$ cat src/chidc_pkg.sv
// Package for the card host interrupt mask, DMA and configuration register bank.
// Assumes a plain register port with word byte addresses at the printed offsets.
package chidc_pkg;
	localparam logic [31:0] CHIDC_ENABLE_ADDR = 32'h40000044;
	localparam logic [31:0] CHIDC_DISABLE_ADDR = 32'h40000048;
	localparam logic [31:0] CHIDC_MASK_ADDR = 32'h4000004C;
	localparam logic [31:0] CHIDC_DMA_ADDR = 32'h40000050;
	localparam logic [31:0] CHIDC_CFG_ADDR = 32'h40000054;
	localparam logic [31:0] CHIDC_WP_ADDR = 32'h400000E4;
	localparam logic [31:0] CHIDC_STATUS_ADDR = 32'h40000040;
	localparam logic [31:0] CHIDC_IRQ_VALID = 32'hFFFF313F;
	localparam logic [23:0] CHIDC_WP_KEY = 24'h4D4349;
	localparam int CHIDC_WP_EN_BIT = 0;
	localparam int CHIDC_WP_KEY_LSB = 8;
	localparam int CHIDC_OFFSET_LSB = 0;
	localparam int CHIDC_CHUNK_BIT = 4;
	localparam int CHIDC_HANDSHAKE_BIT = 8;
	localparam int CHIDC_PAD_BIT = 12;
	localparam int CHIDC_START_MODE_BIT = 0;
	localparam int CHIDC_FERR_BIT = 4;
	localparam int CHIDC_HS_BIT = 8;
	localparam int CHIDC_LAST_SYNC_BIT = 12;
	localparam int CHIDC_OVR_BIT = 30;
	localparam int CHIDC_UNR_BIT = 31;
	localparam logic [31:0] CHIDC_MASK_RESET = 32'h00000000;
	localparam logic [31:0] CHIDC_DMA_RESET = 32'h00000000;
	localparam logic [31:0] CHIDC_CFG_RESET = 32'h00000000;
	localparam logic [31:0] CHIDC_DMA_VALID = 32'h00001113;
	localparam logic [31:0] CHIDC_CFG_VALID = 32'h00001111;

	typedef struct packed {
		logic [1:0] write_offset;
		logic chunk_size;
		logic dma_handshake_enable;
		logic read_padding;
		logic fifo_start_mode;
		logic flow_error_clear_mode;
		logic high_speed_timing;
		logic last_block_sync;
	} chidc_cfg_t;
endpackage

$ cat src/chidc_bank.sv
// Register bank for the card host: interrupt mask, DMA setup and general configuration.
// Assumes single-cycle strobes on ref_clk_i and status sources from the same clock domain.
//
// Our own choice: the plain strobed port.
`timescale 1ns/1ps

module chidc_bank
	import chidc_pkg::*;
#(
	parameter int FIFO_BYTES = 1024,
	parameter int LEN_W = 16
) (
	// Clock and reset.
	input wire logic ref_clk_i,
	input wire logic reset_i,
	// Register port.
	input wire logic [31:0] addr_i,
	input wire logic [31:0] wdata_i,
	input wire logic wr_i,
	input wire logic rd_i,
	output logic [31:0] rdata_o,
	// Status sources and data path inputs.
	input wire logic [31:0] status_set_i,
	input wire logic [31:0] status_level_i,
	input wire logic data_cmd_i,
	input wire logic [LEN_W-1:0] block_length_i,
	input wire logic [LEN_W-1:0] fifo_level_i,
	input wire logic write_xfer_i,
	// Decoded controls.
	output chidc_cfg_t cfg_o,
	output logic [LEN_W-1:0] read_len_o,
	output logic write_start_o,
	output logic dma_req_o,
	output logic write_protect_on_o,
	output logic irq_o
);
	logic [31:0] interrupt_mask;
	logic [31:0] dma_config;
	logic [31:0] host_config;
	logic [31:0] status_flags;
	logic write_protect_on;
	logic [LEN_W-1:0] dma_avail;

	wire sel_en = addr_i == CHIDC_ENABLE_ADDR;
	wire sel_dis = addr_i == CHIDC_DISABLE_ADDR;
	wire sel_mask = addr_i == CHIDC_MASK_ADDR;
	wire sel_dma = addr_i == CHIDC_DMA_ADDR;
	wire sel_cfg = addr_i == CHIDC_CFG_ADDR;
	wire sel_wp = addr_i == CHIDC_WP_ADDR;
	wire sel_stat = addr_i == CHIDC_STATUS_ADDR;
	wire wr_en = wr_i && sel_en;
	wire wr_dis = wr_i && sel_dis;
	wire wr_dma = wr_i && sel_dma && !write_protect_on;
	wire wr_cfg = wr_i && sel_cfg && !write_protect_on;
	wire wr_wp = wr_i && sel_wp && wdata_i[31:CHIDC_WP_KEY_LSB] == CHIDC_WP_KEY;
	wire rd_stat = rd_i && sel_stat;
	wire [31:0] en_bits = wr_en ? (wdata_i & CHIDC_IRQ_VALID) : 32'h00000000;
	wire [31:0] dis_bits = wr_dis ? (wdata_i & CHIDC_IRQ_VALID) : 32'h00000000;
	wire [31:0] next_mask = (interrupt_mask | en_bits) & ~dis_bits;
	wire ferr_mode = host_config[CHIDC_FERR_BIT];
	wire [31:0] flow_bits = (32'h1 << CHIDC_OVR_BIT) | (32'h1 << CHIDC_UNR_BIT);
	wire [31:0] flow_clr = (data_cmd_i && !ferr_mode) || (rd_stat && ferr_mode)
		? flow_bits : 32'h00000000;
	wire [31:0] next_flags = ((status_flags & ~flow_clr) | status_set_i) & CHIDC_IRQ_VALID;
	wire [31:0] stat_view = status_flags | status_level_i;
	wire [31:0] next_rdata = sel_mask ? interrupt_mask :
		sel_dma ? (dma_config & CHIDC_DMA_VALID) :
		sel_cfg ? (host_config & CHIDC_CFG_VALID) :
		sel_wp ? {31'h0, write_protect_on} :
		sel_stat ? (stat_view & CHIDC_IRQ_VALID) : 32'h00000000;
	wire [LEN_W-1:0] pad_len = (block_length_i + LEN_W'(3)) & ~LEN_W'(3);
	wire [LEN_W-1:0] next_read_len = dma_config[CHIDC_PAD_BIT] ? pad_len : block_length_i;
	wire [LEN_W-1:0] thresh = (32'(block_length_i) * 4 >= FIFO_BYTES * 3) ? LEN_W'(FIFO_BYTES / 2) :
		(32'(block_length_i) * 2 >= FIFO_BYTES) ? LEN_W'(FIFO_BYTES / 4) : block_length_i;
	wire next_start = write_xfer_i && (host_config[CHIDC_START_MODE_BIT] ?
		fifo_level_i != '0 : (fifo_level_i >= thresh && fifo_level_i != '0));
	wire [LEN_W-1:0] chunk = dma_config[CHIDC_CHUNK_BIT] ? LEN_W'(4) : LEN_W'(1);
	wire next_dma_req = dma_config[CHIDC_HANDSHAKE_BIT] && fifo_level_i >= chunk;
	wire next_irq = |(stat_view & next_mask & CHIDC_IRQ_VALID);
	chidc_cfg_t next_cfg;

	assign dma_avail = fifo_level_i;
	assign next_cfg = '{
		write_offset: dma_config[CHIDC_OFFSET_LSB+1:CHIDC_OFFSET_LSB],
		chunk_size: dma_config[CHIDC_CHUNK_BIT],
		dma_handshake_enable: dma_config[CHIDC_HANDSHAKE_BIT],
		read_padding: dma_config[CHIDC_PAD_BIT],
		fifo_start_mode: host_config[CHIDC_START_MODE_BIT],
		flow_error_clear_mode: ferr_mode,
		high_speed_timing: host_config[CHIDC_HS_BIT],
		last_block_sync: host_config[CHIDC_LAST_SYNC_BIT]
	};

	always_ff @(posedge ref_clk_i) begin
		if (reset_i) begin
			interrupt_mask <= CHIDC_MASK_RESET;
			dma_config <= CHIDC_DMA_RESET;
			host_config <= CHIDC_CFG_RESET;
			status_flags <= 32'h00000000;
			write_protect_on <= 1'b0;
		end else begin
			interrupt_mask <= next_mask;
			status_flags <= next_flags;
			if (wr_dma) begin
				dma_config <= wdata_i & CHIDC_DMA_VALID;
			end
			if (wr_cfg) begin
				host_config <= wdata_i & CHIDC_CFG_VALID;
			end
			if (wr_wp) begin
				write_protect_on <= wdata_i[CHIDC_WP_EN_BIT];
			end
		end
	end

	always_ff @(posedge ref_clk_i) begin
		if (reset_i) begin
			rdata_o <= 32'h00000000;
			cfg_o <= '0;
			read_len_o <= '0;
			write_start_o <= 1'b0;
			dma_req_o <= 1'b0;
			write_protect_on_o <= 1'b0;
			irq_o <= 1'b0;
		end else begin
			rdata_o <= rd_i ? next_rdata : 32'h00000000;
			cfg_o <= next_cfg;
			read_len_o <= next_read_len;
			write_start_o <= next_start;
			dma_req_o <= next_dma_req && dma_avail != '0;
			write_protect_on_o <= write_protect_on;
			irq_o <= next_irq;
		end
	end
endmodule

$ cat config.mk
export PLATFORM = sky130hd
export DESIGN_NAME = chidc_bank
export DESIGN_NICKNAME = d
export VERILOG_FILES = /design/src/chidc_pkg.sv /design/src/chidc_bank.sv
export SDC_FILE = /design/constraint.sdc
export NUM_CORES = 1
export LEC_CHECK = 0
export BUFFER_PORTS_ARGS = -buffer_cell sky130_fd_sc_hd__buf_2
export CORE_MARGIN = 2
export CORE_UTILIZATION = 49
export CTS_BUF_LIST = sky130_fd_sc_hd__clkbuf_4
export CTS_CLUSTER_DIAMETER = 200
export DETAILED_ROUTE_END_ITERATION = 6
export GPL_ROUTABILITY_DRIVEN = 0
export GPL_TIMING_DRIVEN = 1
export PLACE_DENSITY = 0.83
export SETUP_SLACK_MARGIN = 0.15
export SKIP_CTS_REPAIR_TIMING = 1
export SYNTH_ARGS = -nofsm -noshare
export SYNTH_HDL_FRONTEND = slang
export SYNTH_SLANG_ARGS = --single-unit
$ cat constraint.sdc
create_clock -name ref_clk_i -period 3.4 [get_ports ref_clk_i]
set_clock_uncertainty 0.1 [all_clocks]
set_input_delay 0.51 -clock ref_clk_i [delete_from_list [all_inputs] [get_ports ref_clk_i]]
set_output_delay 0.51 -clock ref_clk_i [all_outputs]
set_load 0.02 [all_outputs]
## Yosys cells after proc, flatten, opt, wreduce, memory -nomap -nowiden

Cells that the tools add are included.

- Input bits: 166
- Flip-flop bits (word level): 135
- Output and inout bits: 61

- Add/subtract/negate cells: 1
- Bitwise logic cells: 9
- Order comparisons: 4
- Muxes and demuxes: 13
- Eq/ne operators: 8
- Reductions and logical operators: 22

Operator list:

| kind | count |
|---|---|
| two-way mux 32 bit | 8 |
| equality test 32 x 31 -> 1 bit (second input constant) | 7 |
| bitwise AND 32 bit | 3 |
| bitwise OR 32 bit | 3 |
| NOT 32 bit | 2 |
| two-way mux 16 bit | 3 |
| OR reduction 25 bit | 1 |
| equality test 24 x 23 -> 1 bit (second input constant) | 1 |
| greater-or-equal comparator 18 x 12 -> 1 bit (second input constant) | 1 |
| greater-or-equal comparator 17 x 11 -> 1 bit (second input constant) | 1 |
| adder 16 x 2 -> 16 bit (second input constant) | 1 |
| greater-or-equal comparator 16 bit | 1 |
| greater-or-equal comparator 16 x 3 -> 1 bit | 1 |
| nonzero test 16 bit | 1 |
| logical AND 1 bit | 15 |
| OR reduction 2 bit | 2 |
| two-way mux 3 bit | 1 |
| zero test 1 bit | 2 |
| logical OR 1 bit | 1 |
| two-way mux 1 bit | 1 |
| NOT 1 bit | 1 |

## Depth between registers and ports, before layout

- Word-level depth: 8
- Mapped depth: 12
- Gate-level depth less buffers: 12

## Worst setup path after synthesis

OpenSTA, ideal clock, no wires.

- Path kind: input -> register
- From: input block_length_i[10]
- To: register write_start_o
- Arrival: 2.575 ns
- Slack: 0.597 ns
- Path buffers: 0
- Data required time: 3.172 ns
- Stages: 12
- Cells stage by stage: nor4_1 -> nand2_1 -> nor2_1 -> and2_1 -> ha_1 -> nand2b_1 -> a21o_1 -> a21o_1 -> a21o_1 -> a21o_1 -> a21oi_1 -> o31ai_1

- Word-level cells in the longest chain between the ends: 7

RTL lines:

| item | RTL line | RTL |
|---|---|---|
| start, declared | chidc_bank.sv:26 | `input wire logic [LEN_W-1:0] block_length_i,` |
| greater-or-equal comparator 17 x 11 -> 1 bit | chidc_bank.sv:74 | `(32'(block_length_i) * 2 >= FIFO_BYTES) ? LEN_W'(FIFO_BYTES / 4) : block_length_i;` |
| two-way mux 16 bit | chidc_bank.sv:74 |  |
| two-way mux 16 bit (*) | chidc_bank.sv:73 | `wire [LEN_W-1:0] thresh = (32'(block_length_i) * 4 >= FIFO_BYTES * 3) ? LEN_W'(FIFO_BYTES / 2) :` |
| greater-or-equal comparator 16 bit (*) | chidc_bank.sv:76 | `fifo_level_i != '0 : (fifo_level_i >= thresh && fifo_level_i != '0));` |
| logical AND 1 bit (*) | chidc_bank.sv:76 |  |
| two-way mux 1 bit (*) | chidc_bank.sv:75 | `wire next_start = write_xfer_i && (host_config[CHIDC_START_MODE_BIT] ?` |
| logical AND 1 bit (*) | chidc_bank.sv:75 |  |
| end signal, assigned | chidc_bank.sv:129 | `write_start_o <= next_start;` |
| end, declared | chidc_bank.sv:32 | `output logic write_start_o,` |

Every way passes the cells marked *; elsewhere a longest branch is shown, timed or not.
A chain may end at the register's enable or synchronous reset.

## Worst setup path after layout

Same ends and word-level chain as after synthesis.

==> results by group <==
Hold path
  – Cell depth of the worst min-delay path: 3
  – Hold EP: status_flags[17]
  – Hold Crit Class: input port to register
  – Hold path start: status_set_i[17]

Die
  – Die Footprint: 11,300 um^2
  – Effective utilization at floorplan: 49.9%
  – Rows: 37
  – Core area: 10,200 um^2
  – Die X: 106 um
  – Num ports: 227
  – Die Y-Extent: 106 um

Final layout
  – # fillers: 897
  – Fin nets: 993
  – Area Growth Syn to Fin: 27.1%
  – Antenna diode count: 0
  – Non-Filler Instances: 958
  – Layout cells sized above 1: 30.9%
  – Core Util, Final: 63.5%

Yosys
  – Cells after synthesis: 603
  – Post-synth top area cell: dfxtp_1
  – Post-synth top area share: 44.7%
  – Post-Syn Area: 5110 um^2
  – Most used flip-flop cell after synthesis: dfxtp_1
  – Syn Area/Cell: 8.47 um^2
  – Synth cell types: 54
  – Yosys warns: 0
  – Post-synthesis sequential area ratio: 44.7%
  – Synth area leaders: dfxtp_1, nor2_1, a211oi_1
  – Post-synth EDFFs: 0
  – Post-synth ARST share: 0%
  – FF+latch count, synth: 114

Clock tree
  – H-Tree Depth: 4
  – Clock insertion delay at the later pin of the skew report: 0.51 ns
  – Reg clk slew, reported paths: 0.11 ns
  – Root buffer cell: clkbuf_4
  – Cts bufs inserted: 17
  – CTS Sinks: 114
  – TritonCTS clock tree: done
  – Max clock buf depth: 2

Detailed routing
  – Met2 Routed Length: 7540 um
  – Vias per Instance: 5.53
  – Final wirelength: 15,200 um
  – 1st-iter DRT viols: 367
  – Max Used Layer: met4
  – M1 WL: 6030 um
  – WL/cell: 15.9 um
  – DRC viols: 0
  – Via count: 5,300
  – Met3 wire len: 1290 um
  – Drt pass-1 iters: 5
  – Final ANT Viol Nets: 0

Setup path
  – CP endpoint kind: register
  – Critical path, cell by cell: buf_2 -> nor4_1 -> nand2_1 -> a21oi_1 -> ha_1 -> a21oi_1 -> nor2b_1 -> o21ai_0 -> nand2b_1 -> or4_1 -> a21oi_1 -> o31ai_1
  – Cells on worst reg2reg path: 7
  – FF-to-FF Start: dma_config[12]
  – R2r setup slk: 1.24 ns
  – CP Launch Type: input port
  – FF-to-FF End: read_len_o[15]
  – Most frequent CP cell: a21oi_1
  – Crit-path max FO: 4
  – Kind of critical path: input port to register
  – Worst Path Required: 3.69 ns
  – Slowest cell on crit path: or4_1
  – Critical path arrival: 2.83 ns
  – Slowest stage delay, CP: 0.42 ns

STA
  – Setup violators final: 0
  – Fmax: 395 MHz
  – Minimum clock period: 2.53 ns
  – Final period util: 74.5%
  – RSZ-0062 raised after global routing: no
  – Slew Viols, Final: 0
  – Slew at the pin with the worst max-slew slack: 0.764 ns
  – Final WS setup: 0.865 ns
  – Final number of hold-violating endpoints: 0
  – Worst rel slew slack: 49.0%
  – Setup tns final: 0 ns

Power
  – Pleak: 2.83 nW
  – Max rail drop VDD: 0.286 mV
  – PwrDens: 406 nW/um^2
  – Pwr Total: 2.64 mW

Placed design
  – Hpwl dp: 11,700 um
  – Dpl cells: 926
  – Pre-CTS setup slack: 0.404 ns
  – PortBufs: 203

Global routing
  – Grt ovf: 0
  – First-pass GRT wire length: 24,200 um
  – Number of global-route vias before repair: 5,195
  – Largest net degree at the start of global routing: 64
  – Global-route usage over all layers: 27.0%
  – Initial antenna violation count: 0

Run status
  – Outcome: completed

Flow run
  – Max_cap viols: 0
==> kinds of logic (layout without fill, tap and decap cells) <==
family	Yosys count	after routing	share of synthesized area, %
mux	1	1	0.196
simple gates	259	259	24.6
flops	114	114	44.7
other cells	2	13	0.147
xor+xnor	15	15	2.57
compound gates	150	150	18.9
fa+ha+maj	18	18	4.41
buf+inv	44	252	4.55
==> worst max-delay path, delay by kind of cell <==
kind | cells | cell delay [ns]
compound gates | 5 | 0.80
buf+inv | 1 | 0.13
simple gates | 5 | 1.11
fa+ha+maj | 1 | 0.28
==> power breakdown <==
| group | switching (mW) | internal [mW] | leakage [nW] |
|---|---|---|---|
| Sequential | 0.0169 | 1.37 | 0.931 |
| Combinational | 0.158 | 0.120 | 1.76 |
| Clock | 0.538 | 0.440 | 0.143 |
==> through the flow <==
step           hold WS (ns)  cell area (um^2)
3_5_place_dp          0.350              6220
4_1_cts              0.0613              6490
3_3_place_gp          0.340              6220
6_report             0.0939              6490
2_1_floorplan         0.327              5150
5_1_grt              0.0485              6490
==> final cells by class <==
cell class	count	area (um^2)	area share (%)
Multi-Input combinational cell	456	2640	40.6
Tap cell	136	170	2.62
Clock buffer	18	135	2.08
Clock inverter	14	140	2.16
Sequential cell	114	2280	35.2
Inverter	4	15.0	0.231
Timing Repair Buffer	216	1110	17.2
==> state kept, by name, indices dropped and copies added, names as in the netlist, 4 cells and up <==
register	count
rdata_o	25
status_flags	25
read_len_o	16
host_config	4
cfg_o	9
interrupt_mask	25
dma_config	5
==> synthesized netlist by cell type (2+ instances only) <==
cell type and instances:
a41oi_1 8, inv_1 4, nor4b_1 3, a211oi_1 32, nor2b_1 12, o22ai_1 2
o21ai_0 24, buf_4 8, o2bb2ai_1 2, nand4_1 8, and3_1 4, or2_2 3
or4_1 2, a21o_1 10, a31oi_1 8, nand2b_1 3, nor3b_1 4, nor3_1 5
xnor2_1 6, buf_6 3, clkbuf_1 16, nand3_1 14, dfxtp_1 114, nor4_1 13
xor2_1 9, nand2_1 63, a22oi_1 3, a21oi_1 47, buf_2 12, ha_1 18
and4_1 6, nor2_1 105, and2_1 7, nor4bb_1 2, o31ai_1 3, conb_1 2
==> cells in the final DEF (no fill, tap or decap), types with 3 or more instances in the layout <==
master and n:
buf_2 203, dfxtp_1 114, nor2_1 105, nand2_1 63, a21oi_1 47, a211oi_1 32
o21ai_0 24, ha_1 18, clkbuf_4 18, nand3_1 14, nor4_1 13, conb_1 13
buf_4 13, nor2b_1 12, a21o_1 10, xor2_1 9, a41oi_1 8, nand4_1 8
a31oi_1 8, and2_1 7, and4_1 6, xnor2_1 6, nor3_1 5, inv_1 4
nor3b_1 4, and3_1 4, nor4b_1 3, nand2b_1 3, o31ai_1 3, or2_2 3
a22oi_1 3, clkinvlp_4 3, clkinv_2 3, clkinv_4 3
==> metal layers <==
metal  GRT usage [%]  vias up
met5               0        -
met1            31.5     2450
li1                -     2552
met2            47.0      266
met3            7.73       32
met4            10.2        0
==> worst max path at each step <==
| stage | startpoint | to | slack, ns | cells past startpoint |
|---|---|---|---|---|
| 6_report | block_length_i[10] | write_start_o | 0.87 | 12 |
| 3_5_place_dp | block_length_i[10] | write_start_o | 0.40 | 12 |
| 2_1_floorplan | block_length_i[10] | write_start_o | 0.60 | 12 |
| 5_1_grt | block_length_i[10] | write_start_o | 0.79 | 12 |
| 3_3_place_gp | block_length_i[10] | write_start_o | 0.45 | 13 |
| 4_1_cts | block_length_i[10] | write_start_o | 0.96 | 12 |
No activity file was read; power rests on OpenSTA's default activity.
